===== src/include/dsc_map.svh =====
`ifndef DSC_MAP_SVH
`define DSC_MAP_SVH
// =====================================================================
// Register offsets (byte addresses on APB).
`define DSC_OFS_CTRL      12'h000
`define DSC_OFS_ADDR      12'h004
`define DSC_OFS_STATUS    12'h008
`define DSC_OFS_MASK      12'h00C
`define DSC_OFS_COUNT     12'h010
// =====================================================================
// Control register field positions.
`define DSC_BIT_ENABLE    7
`define DSC_BIT_SIZE      6
`define DSC_BIT_DIR       5
`define DSC_BIT_REPEAT    4
`define DSC_BIT_IRQEN     3
`define DSC_SEL_HI        2
`define DSC_SEL_LO        0
// =====================================================================
// Reset values.
`define DSC_CTRL_RST      8'h00
`define DSC_ADDR_RST      24'h00_0000
`define DSC_COUNT_RST     16'h0000
`endif


===== src/include/dsc_pkg.sv =====
// =====================================================================
// Types of the short address mode channel.
package dsc_pkg;
  typedef enum logic [1:0] {
    DSC_MODE_IO,
    DSC_MODE_REPEAT,
    DSC_MODE_IDLE
  } dsc_mode_e;
  typedef enum logic {
    DSC_ST_WAIT,
    DSC_ST_MOVE
  } dsc_state_e;
endpackage : dsc_pkg


===== src/core/dsc_channel.sv =====
// What this block does
// - With enable clear, no transfers happen and source requests are ignored.
// - With enable set, a selected request seen in the wait state starts one transfer; irq gated.
// - Address counter steps up or down, by one for bytes, two for words.
// - Select field picks timer 0-3, serial empty/full, pin edge or low level.
`include "dsc_map.svh"
`default_nettype none
module dsc_channel
  import dsc_pkg::*;
(
  // Clock, reset, enable.
  input  wire logic        core_clk_in,
  input  wire logic        reset_in,
  input  wire logic        clk_en_in,
  // APB slave.
  input  wire logic        psel_in,
  input  wire logic        penable_in,
  input  wire logic        pwrite_in,
  input  wire logic [11:0] paddr_in,
  input  wire logic [31:0] pwdata_in,
  output logic      [31:0] prdata_out,
  output logic             pready_out,
  output logic             pslverr_out,
  // Activation sources.
  input  wire logic [3:0]  timer_match_in,
  input  wire logic        serial_tx_empty_in,
  input  wire logic        serial_rx_full_in,
  input  wire logic        ext_req_n_in,
  // Transfer side.
  output logic             xfer_start_out,
  output logic             xfer_word_out,
  output logic      [23:0] xfer_addr_out,
  output logic      [1:0]  mode_out,
  output logic             irq_out
);

  // ===================================================================
  // Decode used by both the read path and the write path.
  function automatic logic [2:0] dsc_decode(input logic [11:0] a);
    unique case (a)
      `DSC_OFS_CTRL:   dsc_decode = 3'h1;
      `DSC_OFS_ADDR:   dsc_decode = 3'h2;
      `DSC_OFS_STATUS: dsc_decode = 3'h3;
      `DSC_OFS_MASK:   dsc_decode = 3'h4;
      `DSC_OFS_COUNT:  dsc_decode = 3'h5;
      default:         dsc_decode = 3'h0;
    endcase
  endfunction : dsc_decode

  // ===================================================================
  // State.
  logic [7:0]  ctrl_q,   ctrl_d;
  logic [23:0] addr_q,   addr_d;
  logic [15:0] count_q,  count_d;
  logic        sts_q,    sts_d;
  logic        mask_q,   mask_d;
  logic        pin_q,    pin_d;
  dsc_state_e  st_q,     st_d;
  logic [31:0] prdata_q, prdata_d;
  logic        pready_q, pready_d;
  logic        perr_q,   perr_d;
  logic        start_q,  start_d;
  logic        irq_q,    irq_d;
  logic [1:0]  mode_q,   mode_d;

  // Combinational request, completion and bus decode seen by both processes.
  logic        req;
  logic        done;
  logic        access;
  logic [2:0]  sel;
  dsc_mode_e   mode;

  // An access is captured once: the raised pready blocks a second capture.
  assign access = psel_in & penable_in & ~pready_q;
  assign sel    = dsc_decode(paddr_in);

  // ===================================================================
  // Mode and source selection.
  always_comb begin
    // Defaults keep the process free of latches.
    mode = DSC_MODE_IO;
    req  = 1'b0;
    if (ctrl_q[`DSC_BIT_REPEAT]) begin
      mode = ctrl_q[`DSC_BIT_IRQEN] ? DSC_MODE_IDLE : DSC_MODE_REPEAT;
    end
    // Codes 0 to 3 index the timer lines directly.
    unique case (ctrl_q[`DSC_SEL_HI:`DSC_SEL_LO])
      3'h0, 3'h1, 3'h2, 3'h3: req = timer_match_in[ctrl_q[1:0]];
      3'h4:    req = serial_tx_empty_in;
      3'h5:    req = serial_rx_full_in;
      3'h6:    req = pin_q & ~ext_req_n_in; // Falling edge of the pin.
      3'h7:    req = ~ext_req_n_in;         // Low level on the pin.
    endcase
  end

  // ===================================================================
  // Next-state logic for registers, channel and bus answer.
  always_comb begin
    ctrl_d   = ctrl_q;
    addr_d   = addr_q;
    count_d  = count_q;
    mask_d   = mask_q;
    st_d     = st_q;
    start_d  = 1'b0;
    done     = 1'b0;
    pin_d    = ext_req_n_in;
    prdata_d = prdata_q;
    pready_d = access;
    perr_d   = access & (sel == 3'h0);
    // One cycle per transfer; a held level request repeats every two cycles.
    unique case (st_q)
      DSC_ST_WAIT: begin
        if (ctrl_q[`DSC_BIT_ENABLE] && req) begin
          st_d    = DSC_ST_MOVE;
          start_d = 1'b1;
        end
      end
      DSC_ST_MOVE: begin
        st_d = DSC_ST_WAIT;
        done = 1'b1;
        // The transfer count wraps silently at its width.
        count_d = 16'(count_q + 16'h0001);
        if (ctrl_q[`DSC_BIT_DIR]) begin
          addr_d = 24'(addr_q - (ctrl_q[`DSC_BIT_SIZE] ? 24'h00_0002 : 24'h00_0001));
        end else begin
          addr_d = 24'(addr_q + (ctrl_q[`DSC_BIT_SIZE] ? 24'h00_0002 : 24'h00_0001));
        end
      end
    endcase
    // Completion event only counts toward the interrupt when irq is enabled.
    sts_d = sts_q | (done & ctrl_q[`DSC_BIT_IRQEN]);
    if (access) begin
      unique case (sel)
        3'h1: prdata_d = {24'h00_0000, ctrl_q};
        3'h2: prdata_d = {8'h00, addr_q};
        3'h3: prdata_d = {31'h0000_0000, sts_q};
        3'h4: prdata_d = {31'h0000_0000, mask_q};
        3'h5: prdata_d = {16'h0000, count_q};
        default: prdata_d = 32'h0000_0000;
      endcase
      if (pwrite_in) begin
        unique case (sel)
          3'h1: ctrl_d = pwdata_in[7:0];
          3'h2: addr_d = pwdata_in[23:0];
          // Set wins over a write-one clear landing in the same cycle.
          3'h3: sts_d  = (sts_q & ~pwdata_in[0]) | (done & ctrl_q[`DSC_BIT_IRQEN]);
          3'h4: mask_d = pwdata_in[0];
          3'h5: count_d = pwdata_in[15:0];
          default: ;
        endcase
      end
    end
    mode_d = mode;
    irq_d  = sts_d & mask_d;
  end

  // ===================================================================
  // Registers, frozen while the clock enable is low.
  always_ff @(posedge core_clk_in) begin
    if (reset_in) begin
      ctrl_q   <= `DSC_CTRL_RST;
      addr_q   <= `DSC_ADDR_RST;
      count_q  <= `DSC_COUNT_RST;
      sts_q    <= 1'b0;
      mask_q   <= 1'b0;
      // The pin sample starts at its idle high level, so no false edge follows reset.
      pin_q    <= 1'b1;
      st_q     <= DSC_ST_WAIT;
      prdata_q <= 32'h0000_0000;
      pready_q <= 1'b0;
      perr_q   <= 1'b0;
      start_q  <= 1'b0;
      irq_q    <= 1'b0;
      mode_q   <= 2'h0;
    end else if (clk_en_in) begin
      ctrl_q   <= ctrl_d;
      addr_q   <= addr_d;
      count_q  <= count_d;
      sts_q    <= sts_d;
      mask_q   <= mask_d;
      pin_q    <= pin_d;
      st_q     <= st_d;
      prdata_q <= prdata_d;
      pready_q <= pready_d;
      perr_q   <= perr_d;
      start_q  <= start_d;
      irq_q    <= irq_d;
      mode_q   <= mode_d;
    end
  end

  // Every output is a flop; the size bit is read straight from the control flop.
  assign prdata_out     = prdata_q;
  assign pready_out     = pready_q;
  assign pslverr_out    = perr_q;
  assign xfer_start_out = start_q;
  assign xfer_word_out  = ctrl_q[`DSC_BIT_SIZE];
  assign xfer_addr_out  = addr_q;
  assign mode_out       = mode_q;
  assign irq_out        = irq_q;
endmodule : dsc_channel
`default_nettype wire


===== config.mk =====
export PLATFORM = sky130hd
export DESIGN_NAME = dsc_channel
export DESIGN_NICKNAME = d
export VERILOG_FILES = /design/src/include/dsc_pkg.sv /design/src/core/dsc_channel.sv
export VERILOG_INCLUDE_DIRS = /design/src /design/src/include
export SDC_FILE = /design/constraint.sdc
export NUM_CORES = 1
export LEC_CHECK = 0
export BUFFER_PORTS_ARGS = -buffer_cell sky130_fd_sc_hd__buf_2
export CAP_MARGIN = 25
export CORE_UTILIZATION = 59
export DETAILED_ROUTE_END_ITERATION = 6
export GPL_ROUTABILITY_DRIVEN = 0
export PLACE_DENSITY = 0.87
export SLEW_MARGIN = 10
export SYNTH_ARGS = -nofsm -noshare
export SYNTH_HDL_FRONTEND = slang
export SYNTH_SLANG_ARGS = --single-unit

===== constraint.sdc =====
create_clock -name core_clk_in -period 8.1 [get_ports core_clk_in]
set_input_delay 0.81 -clock core_clk_in [delete_from_list [all_inputs] [get_ports core_clk_in]]
set_output_delay 0.81 -clock core_clk_in [all_outputs]
set_load 0.01 [all_outputs]

# Yosys cells after proc, flatten, opt, wreduce, memory -nomap -nowiden
# Index checks and enable logic that the tools add are counted.
word_totals:
  elab_cells: 80
  out_inout_bits: 63
  ff_bits: 90
  in_bits: 57
op_classes:
  n_bitwise: 13
  n_reduce_logical: 7
  add_sub_neg: 3
  eq_ne: 16
  n_lt_le_gt_ge: 1
  mux: 27
op_table:
  columns: ["operator", "n"]
  rows:
  - ["24-bit two-way mux", 5]
  - ["24-bit one-hot mux with 5 select lines", 1]
  - ["16-bit two-way mux", 4]
  - ["24-bit by 2-bit adder with 24-bit output", 1]
  - ["12-bit by 4-bit equality test with 1-bit output, second input constant", 2]
  - ["24-bit subtractor", 1]
  - ["3-bit equality test, second input constant", 6]
  - ["16-bit by 1-bit adder with 16-bit output, second input constant", 1]
  - ["3-bit one-hot mux with 5 select lines", 1]
  - ["12-bit by 3-bit equality test with 1-bit output, second input constant", 1]
  - ["12-bit by 5-bit equality test with 1-bit output, second input constant", 1]
  - ["3-bit by 2-bit equality test with 1-bit output, second input constant", 4]
  - ["12-bit logical NOT", 1]
  - ["1-bit two-way mux", 10]
  - ["1-bit bitwise AND", 7]
  - ["3-bit by 1-bit equality test with 1-bit output, second input constant", 2]
  - ["3-bit logical NOT", 2]
  - ["2-bit two-way mux", 3]
  - ["1-bit one-hot mux with 5 select lines", 1]
  - ["1-bit inverter", 4]
  - ["4-bit AND reduction", 1]
  - ["4-bit OR reduction", 1]
  - ["2-bit by 3-bit < comparator with 1-bit output, second input constant", 1]
  - ["1-bit binary-select mux with 2-bit select", 1]
  - ["other kinds (4)", 5]

# Longest topological paths before layout
# Gate-level depths: netlist of run 1.
logic_depth:
  ltp_word: 7
  depth_mapped: 11
  mapped_depth_nobuf: 11

# Least setup slack after synthesis of run 1
# OpenSTA, ideal clock, no wires.
synth_timing:
  path_kind: "register -> register"
  startpoint: "reg ctrl_q[5]"
  endpoint: "reg addr_q[23], in the netlist xfer_addr_out[23]"
  setup_slack_ps: 5201
  setup_time_ps: 123
  required_ps: 7977
  stages_incl_launch_ff: 11
  synth_period_minus_slack_ps: 2899
  t_arrival_ps: 2776
  n_path_buf: 1
  cell_sequence: "dfxtp_1 > clkbuf_1 > nor2b_1 > ha_1 > nand2b_1 > a211oi_1 > o211ai_1 > o31ai_1 > a21o_1 > o32ai_1 > mux2_1"
synth_between:
  elab_chain_len: 5
synth_rtl:
  columns: ["element", "line_no", "source"]
  rows:
  - ["start: declaration", "dsc_channel.sv:52", "logic [7:0] ctrl_q, ctrl_d;"]
  - ["start signal: assignment", "dsc_channel.sv:161", "ctrl_q <= `DSC_CTRL_RST;"]
  - ["start signal: assignment", "dsc_channel.sv:176", "ctrl_q <= ctrl_d;"]
  - ["24-bit two-way mux *", "dsc_channel.sv:123", "if (ctrl_q[`DSC_BIT_DIR]) begin"]
  - ["24-bit two-way mux *", "dsc_channel.sv:111", "unique case (st_q)"]
  - ["24-bit two-way mux", "dsc_channel.sv:142", "unique case (sel)"]
  - ["24-bit two-way mux", "dsc_channel.sv:141", "if (pwrite_in) begin"]
  - ["24-bit two-way mux *", "dsc_channel.sv:132", "if (access) begin"]
  - ["end signal: assignment", "dsc_channel.sv:162", "addr_q <= `DSC_ADDR_RST;"]
  - ["end signal: assignment", "dsc_channel.sv:177", "addr_q <= addr_d;"]
  - ["end: declaration", "dsc_channel.sv:53", "logic [23:0] addr_q, addr_d;"]
# Every way passes the cells marked *; elsewhere a longest branch is shown, timed or not.
# A chain may end at the register's enable or synchronous reset.

# Worst setup path after layout of run 1
layout_timing:
  startpoint: "in paddr_in[7]"
  endpoint: "reg addr_q[15], in the netlist xfer_addr_out[15]"
layout_between:
  elab_chain_len: 6
  elab_cells_between_ends: 10
  cone_classes: "5 x eq/ne; 4 x mux; 1 x reduce/logical"
layout_rtl:
  columns: ["element", "line_no", "source"]
  rows:
  - ["start: declaration", "dsc_channel.sv:19", "input wire logic [11:0] paddr_in,"]
  - ["12-bit by 5-bit equality test with 1-bit output, or another cell as far along", "dsc_channel.sv:40", "unique case (a)"]
  - ["3-bit one-hot mux with 5 select lines *", "dsc_channel.sv:40", null]
  - ["3-bit by 2-bit equality test with 1-bit output *", "dsc_channel.sv:142", null]
  - ["24-bit two-way mux *", "dsc_channel.sv:142", null]
  - ["24-bit two-way mux *", "dsc_channel.sv:141", null]
  - ["24-bit two-way mux *", "dsc_channel.sv:132", null]
# Marked as above.

==> flow_metrics.py, run 1 <==
metrics = {
    "clocking": {
        "clk-insertion-delay-late_ns": 0.37,
        "clk_pin_slew_ns": 0.09,
        "clockRootBuffer": "clkbuf_8",
        "numCtsBuffers": 9,
        "ctsResizeCount": 0,
        "cts_tree": "yes",
        "clock_path_buffers": 2,
        "postCtsSetupRepairBufs": 0,
        "cts.sinks": 81,
        "cts_hold_buf": 0,
        "cts_htree_levels": 3,
    },
    "layout": {
        "mostFrequentLayoutCells": "buf_2, dfxtp_1, nor2_1",
        "areaGrowthSynthToFinish_pct": 14.5,
        "nNetsFinal": 811,
        "diodes": 0,
        "drive_above_1_share": 0.180,
        "final_common_cell": "buf_2",
    },
    "synthesis": {
        "synthFlopType": "dfxtp_1",
        "yosysSeqAreaShare": 0.319,
        "yosysUniqueCellTypes": 66,
        "syn_area_mm2": 0.00509,
        "yosysWarningCount": 0,
        "synth_seq_cells": 81,
        "syn_inst": 650,
        "synth-async-reset-ratio": 0,
        "synth_edf_count": 0,
        "syn_avg_cell_area_um2": 7.83,
    },
    "route": {
        "avgRoutedWirePerCell_um": 18.6,
        "drc_errors": 0,
        "drtIter0Drc": 610,
        "firstDrtPassIters": 5,
        "vias_per_cell": 6.58,
        "ant_nets": 0,
        "vias": 5519,
        "drt_wl_total_um": 15600,
    },
    "sta": {
        "min_period_ns": 3.15,
        "setup_viol": 0,
        "worstMarginPinSlew_ns": 0.964,
        "whs_ns": 0.454,
        "fin_skew_ns": 0.0159,
        "hold_viol": 0,
        "setup_tns_ns": 0,
        "rsz0062_at_grt": "no",
        "maxSlewHeadroom": 0.356,
        "fmax_ghz": 0.318,
        "drv_slew": 0,
        "fin_crit_sh": 0.388,
    },
    "worst_setup_path": {
        "slowest_stage": "nor2_1",
        "cpPeakStageDelay_ns": 0.72,
        "crit_chain": "buf_2 > nor3_1 > and4_1 > nand2_1 > nor2_1 > a22oi_1 > o22ai_1",
        "cp.required_ns": 8.39,
        "end_kind": "flip-flop",
        "path_max_fanout": 20,
        "cp-start-kind": "input pin",
        "crit_type": "in -> reg",
        "arrival_ns": 3.44,
    },
    "power": {
        "power.leakage_uw": 0.00237,
        "finalPower_uw": 811,
        "p_int_uw": 610,
        "p_sw_frac": 0.248,
        "power_frac_seq": 0.503,
        "power.density_mw_per_mm2": 139,
        "p_sw_uw": 201,
        "comb_power_share": 0.083,
        "peakVddDrop_mv": 0.0756,
        "power_frac_clock": 0.415,
    },
    "grt": {
        "grt_usage": 0.349,
        "grt-ovfl-total": 0,
        "grt_pass1_vias": 4912,
        "antenna_found_initial": 0,
        "grt_pass1_wl_um": 24200,
        "grt_max_degree": 76,
    },
    "floorplan": {
        "die_x_um": 94.9,
        "rows": 33,
        "core_mm2": 0.00830,
        "initial_core_util": 0.613,
        "dieArea_mm2": 0.00900,
        "die_h_um": 94.9,
        "num_io_pins": 120,
    },
    "placed_design": {
        "detailed_place_hpwl_um": 11200,
        "port_buffers": 103,
    },
    "min_path": {
        "hold_path.class": "reg -> reg",
    },
    "flow_run": {
        "drv_cap": 0,
    },
    "status": {
        "outcome": "completed",
    },
}
==> per-stage QoR <==
stage / util / instances / worst slack, ns / area, µm²
floorplan: - / 657 / 5.20 / 5110
global placement: 0.671 / 820 / 4.76 / 5570
detailed placement: 0.671 / 820 / 4.65 / 5570
CTS: 0.699 / 836 / 4.71 / 5800
global route: 0.702 / 839 / 4.74 / 5830
finish: 0.702 / 839 / 4.95 / 5830
==> sequential cells by signal, summed over array words and instances (netlist names), 2 cells and up <==
register       flops
mode_out           2
count_q           16
xfer_addr_out     24
prdata_out        24
ctrl_q             8
==> power by group through the flow <==
stage                     clock network (µW)  registers, µW  logic, µW
after floorplan                            0            419       36.1
after global placement                     0            416       63.2
after detailed placement                   0            417       64.5
after CTS                                333            408       64.9
after global routing                     350            408       72.1
final                                    336            408       67.0
==> per-layer routing <==
metal	part of all wire	global-route usage	wire, µm
met5	0	0.00595	0
met4	0.037	0.160	570
met3	0.12	0.0644	1860
met2	0.46	0.545	7140
met1	0.39	0.464	6040
==> cells in the mapped netlist (3+ instances only) <==
| cell | instances | area (µm²) |
|---|---|---|
| dfxtp_1 | 81 | 1620 |
| nor2_1 | 78 | 293 |
| a21oi_1 | 59 | 295 |
| nand2_1 | 54 | 203 |
| clkbuf_1 | 35 | 131 |
| nor3_1 | 26 | 130 |
| ha_1 | 24 | 300 |
| o21ai_0 | 23 | 115 |
| a211oi_1 | 21 | 158 |
| nand3_1 | 21 | 105 |
| o21ai_1 | 21 | 105 |
| mux2i_1 | 19 | 190 |
| o22ai_1 | 16 | 100 |
| a221oi_1 | 13 | 114 |
| a22oi_1 | 12 | 90.1 |
| inv_1 | 12 | 45.0 |
| xnor2_1 | 12 | 105 |
| buf_4 | 8 | 60.1 |
| nand4_1 | 8 | 50.1 |
| or3_1 | 8 | 50.1 |
| xor2_1 | 8 | 70.1 |
| a21o_1 | 7 | 52.6 |
| a2bb2oi_1 | 5 | 43.8 |
| o211ai_1 | 5 | 37.5 |
| and2_1 | 4 | 25.0 |
| and3_1 | 4 | 25.0 |
| nor2b_1 | 4 | 25.0 |
| o31ai_1 | 4 | 30.0 |
| a22o_1 | 3 | 26.3 |
| a31oi_1 | 3 | 18.8 |
| buf_1 | 3 | 11.3 |
| nor3b_1 | 3 | 22.5 |
==> layout make-up <==
type,instances,area (µm²)
tap,105,131
sequential,81,1620
clock buffer,10,138
inverter,12,45.0
fill,665,2470
multi-input combinational,516,3240
clock inverter,6,88.8
timing repair buffer,109,568
==> worst max-delay path, delay by kind of cell <==
| family | cells | cell delay [ns] |
|---|---|---|
| buf+inv | 1 | 0.09 |
| simple gates | 4 | 2.12 |
| compound gates | 2 | 0.41 |
==> logic make-up after synthesis <==
group / Yosys count / share of synthesized area
XOR/XNOR: 20 / 0.0344
AND/OR/NAND/NOR: 225 / 0.209
buffers and inverters: 60 / 0.0507
multiplexers: 23 / 0.0507
AO/OA/AOI/OAI: 215 / 0.272
flip-flops: 81 / 0.319
adder cells (fa/ha/maj): 25 / 0.0629
other: 1 / 0.000737
==> path summary, 6_finish.rpt <==
path                  endpoint            from  slack [ns]  cells past startpoint
min             prdata_out[23]  prdata_out[23]        0.45                      2
max reg2reg  xfer_addr_out[16]       ctrl_q[5]        5.16                      9
min reg2reg     prdata_out[23]  prdata_out[23]        0.45                      2
max          xfer_addr_out[15]     paddr_in[7]        4.95                      7
(Power assumes the default switching activity.)
==> run 2: changes to the inputs <==
--- a/config.mk
+++ b/config.mk
@@ -8,10 +8,10 @@
 export LEC_CHECK = 0
 export BUFFER_PORTS_ARGS = -buffer_cell sky130_fd_sc_hd__buf_2
 export CAP_MARGIN = 25
-export CORE_UTILIZATION = 59
+export CORE_UTILIZATION = 49
 export DETAILED_ROUTE_END_ITERATION = 6
 export GPL_ROUTABILITY_DRIVEN = 0
-export PLACE_DENSITY = 0.87
+export PLACE_DENSITY = 0.77
 export SLEW_MARGIN = 10
 export SYNTH_ARGS = -nofsm -noshare
 export SYNTH_HDL_FRONTEND = slang
==> constraint.sdc (replaced) <==
create_clock -name core_clk_in -period 2.7 [get_ports core_clk_in]
set_input_delay 0.27 -clock core_clk_in [delete_from_list [all_inputs] [get_ports core_clk_in]]
set_output_delay 0.27 -clock core_clk_in [all_outputs]
set_load 0.01 [all_outputs]
==> flow_metrics.py, run 2 (synthesized netlist as in run 1, its figures left out) <==
metrics = {
    "status": {
        "outcome": "completed",
    },
    "route": {
        "vias": 5564,
        "drt_wl_total_um": 16400,
        "vias_per_cell": 6.23,
        "ant_nets": 0,
        "drc_errors": 0,
        "drtIter0Drc": 443,
        "firstDrtPassIters": 5,
        "avgRoutedWirePerCell_um": 18.4,
    },
    "clocking": {
        "cts_tree": "yes",
        "cts_htree_levels": 3,
        "clk-insertion-delay-late_ns": 0.36,
        "numCtsBuffers": 9,
        "clock_path_buffers": 2,
        "cts.sinks": 81,
        "clk_pin_slew_ns": 0.08,
        "clockRootBuffer": "clkbuf_8",
    },
    "placed_design": {
        "placed_cell_area_mm2": 0.00582,
        "detailed_place_hpwl_um": 12100,
        "port_buffers": 103,
        "dp_slack_ns": -0.0347,
    },
    "layout": {
        "fin_area_mm2": 0.00607,
        "final_common_cell": "buf_2",
        "mostFrequentLayoutCells": "buf_2, dfxtp_1, nor2_1",
        "drive_above_1_share": 0.222,
        "areaGrowthSynthToFinish_pct": 19.3,
        "fin_util": 0.612,
        "diodes": 0,
        "nNetsFinal": 840,
    },
    "grt": {
        "grt_usage": 0.302,
        "grt_pass1_vias": 5139,
        "antenna_found_initial": 0,
        "grt_max_degree": 46,
        "grt_pass1_wl_um": 26200,
        "grt-ovfl-total": 0,
    },
    "floorplan": {
        "num_io_pins": 120,
        "core_mm2": 0.00991,
        "die_x_um": 104,
        "die_h_um": 104,
        "initial_core_util": 0.514,
        "dieArea_mm2": 0.0108,
        "rows": 36,
    },
    "sta": {
        "min_period_ns": 2.68,
        "worstMarginPinSlew_ns": 0.649,
        "setup_viol": 0,
        "setup_tns_ns": 0,
        "fin_crit_sh": 0.993,
        "layout_setup_ws_ns": 0.0190,
        "whs_ns": 0.165,
        "hold_viol": 0,
        "drv_slew": 0,
        "maxSlewHeadroom": 0.568,
        "fin_skew_ns": 0.00836,
        "fmax_ghz": 0.373,
    },
    "power": {
        "power.density_mw_per_mm2": 374,
        "power.leakage_uw": 0.00250,
        "peakVddDrop_mv": 0.234,
    },
    "worst_setup_path": {
        "cp-start-kind": "flip-flop",
        "end_kind": "flip-flop",
        "path_max_fanout": 9,
        "arrival_ns": 2.92,
        "cp.required_ns": 2.94,
        "crit_type": "reg -> reg",
    },
    "min_path": {
        "hold_path.class": "in -> reg",
    },
    "flow_run": {
        "drv_cap": 0,
    },
}
[run 2: changes by cell type in the layout (fill, tap and decap cells not counted), sizes merged]
cell,change
clkinvlp,-1
inv,-1
clkbuf,-1
buf,+29
bufinv,-1
clkinv,+1
[run 2: area by class of cell]
class                      count  area [µm²]
clock buffer                   9         124
clock inverter                 4        47.5
fill                         894        3840
inverter                      12        45.0
multi-input combinational    516        3280
sequential                    81        1630
tap                          133         166
timing repair buffer         138         778
[run 2: critical path, cell delays in order (launching register included)]
cell and delay, ns:
dfxtp_4 0.39, ha_1 0.40, o211ai_1 0.16, a211oi_2 0.30, o211ai_1 0.15, buf_4 0.17, buf_4 0.13, a311oi_2 0.34
a311o_1 0.26, xnor2_1 0.15, o22ai_1 0.09
[run 2: timing repair]
action,CTS,global route
pin swaps,2,5
endpoints found under the setup margin,2,7
hold buffers,0,0
resized for setup,2,10
buffers inserted,0,3
[run 2: where the power goes]
part	switching, µW	total [µW]	leakage (µW)	internal (µW)
registers	9.65	1220	0.000656	1210
logic	134	211	0.00176	77.7
clock network	432	840	0.0000868	409
total	575	2270	0.00250	1700
[run 2: worst paths after layout]
path	from	to	slack, ns	depth (start not counted)
worst min register to register	prdata_out[23]	prdata_out[23]	0.45	2
worst min-delay path	ext_req_n_in	pin_q	0.17	3
worst max-delay path	ctrl_q[5]	xfer_addr_out[21]	0.02	10
worst max register to register	ctrl_q[5]	xfer_addr_out[21]	0.02	10
[run 2: per-layer routing]
metal  track usage  vias to the layer above  part of all wire
met3        0.0526                       44             0.091
met4         0.131                        0             0.027
li1              -                     2614                 -
met5             0                        -                 0
met1         0.409                     2600              0.42
met2         0.471                      306              0.46
[run 2: stage by stage]
step / instances / total power, µW
final: 893 / 2270
after global routing: 893 / 2350
after CTS: 889 / 2270
after detailed placement: 876 / 1450
after global placement: 876 / 1450
after floorplan: 657 / 1360
==> run 3: changes to the inputs <==
--- a/config.mk
+++ b/config.mk
@@ -12,6 +12,7 @@
 export DETAILED_ROUTE_END_ITERATION = 6
 export GPL_ROUTABILITY_DRIVEN = 0
 export PLACE_DENSITY = 0.77
+export SETUP_SLACK_MARGIN = 0.05
 export SLEW_MARGIN = 10
 export SYNTH_ARGS = -nofsm -noshare
 export SYNTH_HDL_FRONTEND = slang
==> constraint.sdc (replaced) <==
create_clock -name core_clk_in -period 2.7 [get_ports core_clk_in]
set_input_delay 0.27 -clock core_clk_in [delete_from_list [all_inputs] [get_ports core_clk_in]]
set_output_delay 0.27 -clock core_clk_in [all_outputs]
set_load 0.05 [all_outputs]
==> flow_metrics.py, run 3 (synthesized netlist as in run 1, its figures left out) <==
metrics = {
    "grt": {
        "grt.met2_usage": 0.459,
        "gr-usage-met3": 0.0633,
        "gr-max-usage-layer": "met2",
        "grt_pass1_wl_um": 25800,
        "grt-ovfl-total": 0,
        "grt_pass1_vias": 5123,
        "gr-usage-met1": 0.403,
        "grt_max_degree": 29,
        "antenna_found_initial": 0,
        "grt_usage": 0.297,
    },
    "worst_setup_path": {
        "cp_num_cells": 9,
        "r2r_end": "xfer_addr_out[23]",
        "cp.required_ns": 2.95,
        "r2r_start": "ctrl_q[5]",
        "startpoint": "ctrl_q[5]",
        "cp_top_family": "compound AO/OA/AOI/OAI gates",
        "slowest_stage": "dfxtp_4",
        "arrival_ns": 2.79,
        "cpPeakStageDelay_ns": 0.40,
        "critPathCapture": "xfer_addr_out[23]",
        "cp-start-kind": "flip-flop",
        "cp_num_buf_inv": 1,
        "worst_r2r_path_depth": 9,
        "crit_type": "reg -> reg",
        "cp_common_cell": "a21oi_2",
        "path_max_fanout": 12,
        "r2r_setup_slack_ns": 0.15,
        "end_kind": "flip-flop",
        "crit_chain": "buf_12 > ha_1 > a21oi_2 > o21ai_0 > a21oi_2 > o31ai_2 > a21o_1 > o32ai_2 > mux2_1",
    },
    "power": {
        "power.leakage_uw": 0.00249,
        "peakVddDrop_mv": 0.217,
        "power.density_mw_per_mm2": 380,
    },
    "layout": {
        "final_common_cell": "buf_2",
        "fin_area_mm2": 0.00614,
        "diodes": 0,
        "nNetsFinal": 837,
        "drive_above_1_share": 0.232,
        "areaGrowthSynthToFinish_pct": 20.7,
        "fin_util": 0.620,
        "mostFrequentLayoutCells": "buf_2, nor2_1, dfxtp_1",
    },
    "sta": {
        "rsz0062_at_grt": "yes",
        "fmax_ghz": 0.393,
        "min_period_ns": 2.55,
        "drv_slew": 0,
        "worstMarginPinSlew_ns": 0.637,
        "maxSlewHeadroom": 0.575,
        "fin_crit_sh": 0.943,
        "fin_skew_ns": 0.00604,
        "setup_viol": 0,
        "setup_tns_ns": 0,
        "hold_viol": 0,
    },
    "floorplan": {
        "rows": 36,
        "die_x_um": 104,
        "initial_core_util": 0.514,
        "die_h_um": 104,
        "core_mm2": 0.00991,
        "dieArea_mm2": 0.0108,
        "num_io_pins": 120,
    },
    "min_path": {
        "min_from": "ext_req_n_in",
        "hold_path.class": "in -> reg",
    },
    "clocking": {
        "clk-insertion-delay-late_ns": 0.35,
        "clockRootBuffer": "clkbuf_8",
        "clk_pin_slew_ns": 0.08,
        "cts_htree_levels": 3,
        "numCtsBuffers": 9,
        "clock_path_buffers": 2,
        "cts_hold_buf": 0,
        "cts_tree": "yes",
        "cts.sinks": 81,
    },
    "route": {
        "avgRoutedWirePerCell_um": 18.3,
        "ant_nets": 0,
        "vias_per_cell": 6.29,
        "vias": 5609,
        "drc_errors": 0,
        "drt_wl_total_um": 16300,
        "drtIter0Drc": 469,
        "firstDrtPassIters": 6,
    },
    "placed_design": {
        "port_buffers": 103,
        "placed_cell_area_mm2": 0.00582,
        "detailed_place_hpwl_um": 12000,
    },
    "flow_run": {
        "drv_cap": 0,
    },
    "status": {
        "outcome": "completed",
    },
}
[run 3: cell types whose count changed in the layout (fill, tap and decap cells not counted), moves of 2 or more]
cell / before / now
buf_4: 35 / 30
clkbuf_1: 0 / 2
dfxtp_1: 80 / 78
ha_4: 0 / 2
ha_1: 24 / 20
ha_2: 0 / 2
[run 3: tightest hold or removal path: cells and delay by family]
family / cells / cell delay (ns)
muxes: 1 / 0.07
buffers and inverters: 1 / 0.09
and+or+nand+nor: 1 / 0.06
[run 3: layout make-up]
type | count | area, µm²
multi-input combinational | 516 | 3340
clock inverter | 4 | 45.0
fill | 867 | 3770
clock buffer | 11 | 131
timing repair buffer | 135 | 786
tap | 133 | 166
inverter | 12 | 45.0
sequential | 81 | 1630
[run 3: what timing repair did]
item                                    CTS  global route
cloned                                    0             1
endpoints found under the setup margin    1             7
pin swaps                                 0             9
resized for setup                         1            22
buffers inserted                          0             2
[run 3: metrics by stage]
stage / instances / total power, µW / setup slack (ns) / hold slack (ns)
5_1_grt: 892 / 2420 / 0.0498 / 0.165
2_1_floorplan: 657 / 1430 / 0.0518 / 0.398
3_5_place_dp: 874 / 1520 / 0.0663 / 0.449
4_1_cts: 889 / 2340 / 0.0525 / 0.155
6_report: 892 / 2340 / 0.154 / 0.169
3_3_place_gp: 874 / 1510 / 0.0947 / 0.439
[run 3: worst min path at each step]
stage | slack, ns | to | cells after the start
2_1_floorplan | 0.40 | pin_q | 2
3_3_place_gp | 0.44 | prdata_out[21] | 2
3_5_place_dp | 0.45 | prdata_out[16] | 2
4_1_cts | 0.15 | pin_q | 3
5_1_grt | 0.17 | pin_q | 3
6_report | 0.17 | pin_q | 3
[run 3: routing by layer]
| layer | share of wire | vias to the layer above |
|---|---|---|
| li1 | - | 2607 |
| met1 | 0.40 | 2633 |
| met2 | 0.46 | 323 |
| met3 | 0.10 | 46 |
| met4 | 0.027 | 0 |
| met5 | 0 | - |
[run 3: where the power goes]
part,switching [µW],internal [µW]
Sequential,10.2,1210
Combinational,197,77.5
Clock,424,418
Total,632,1700
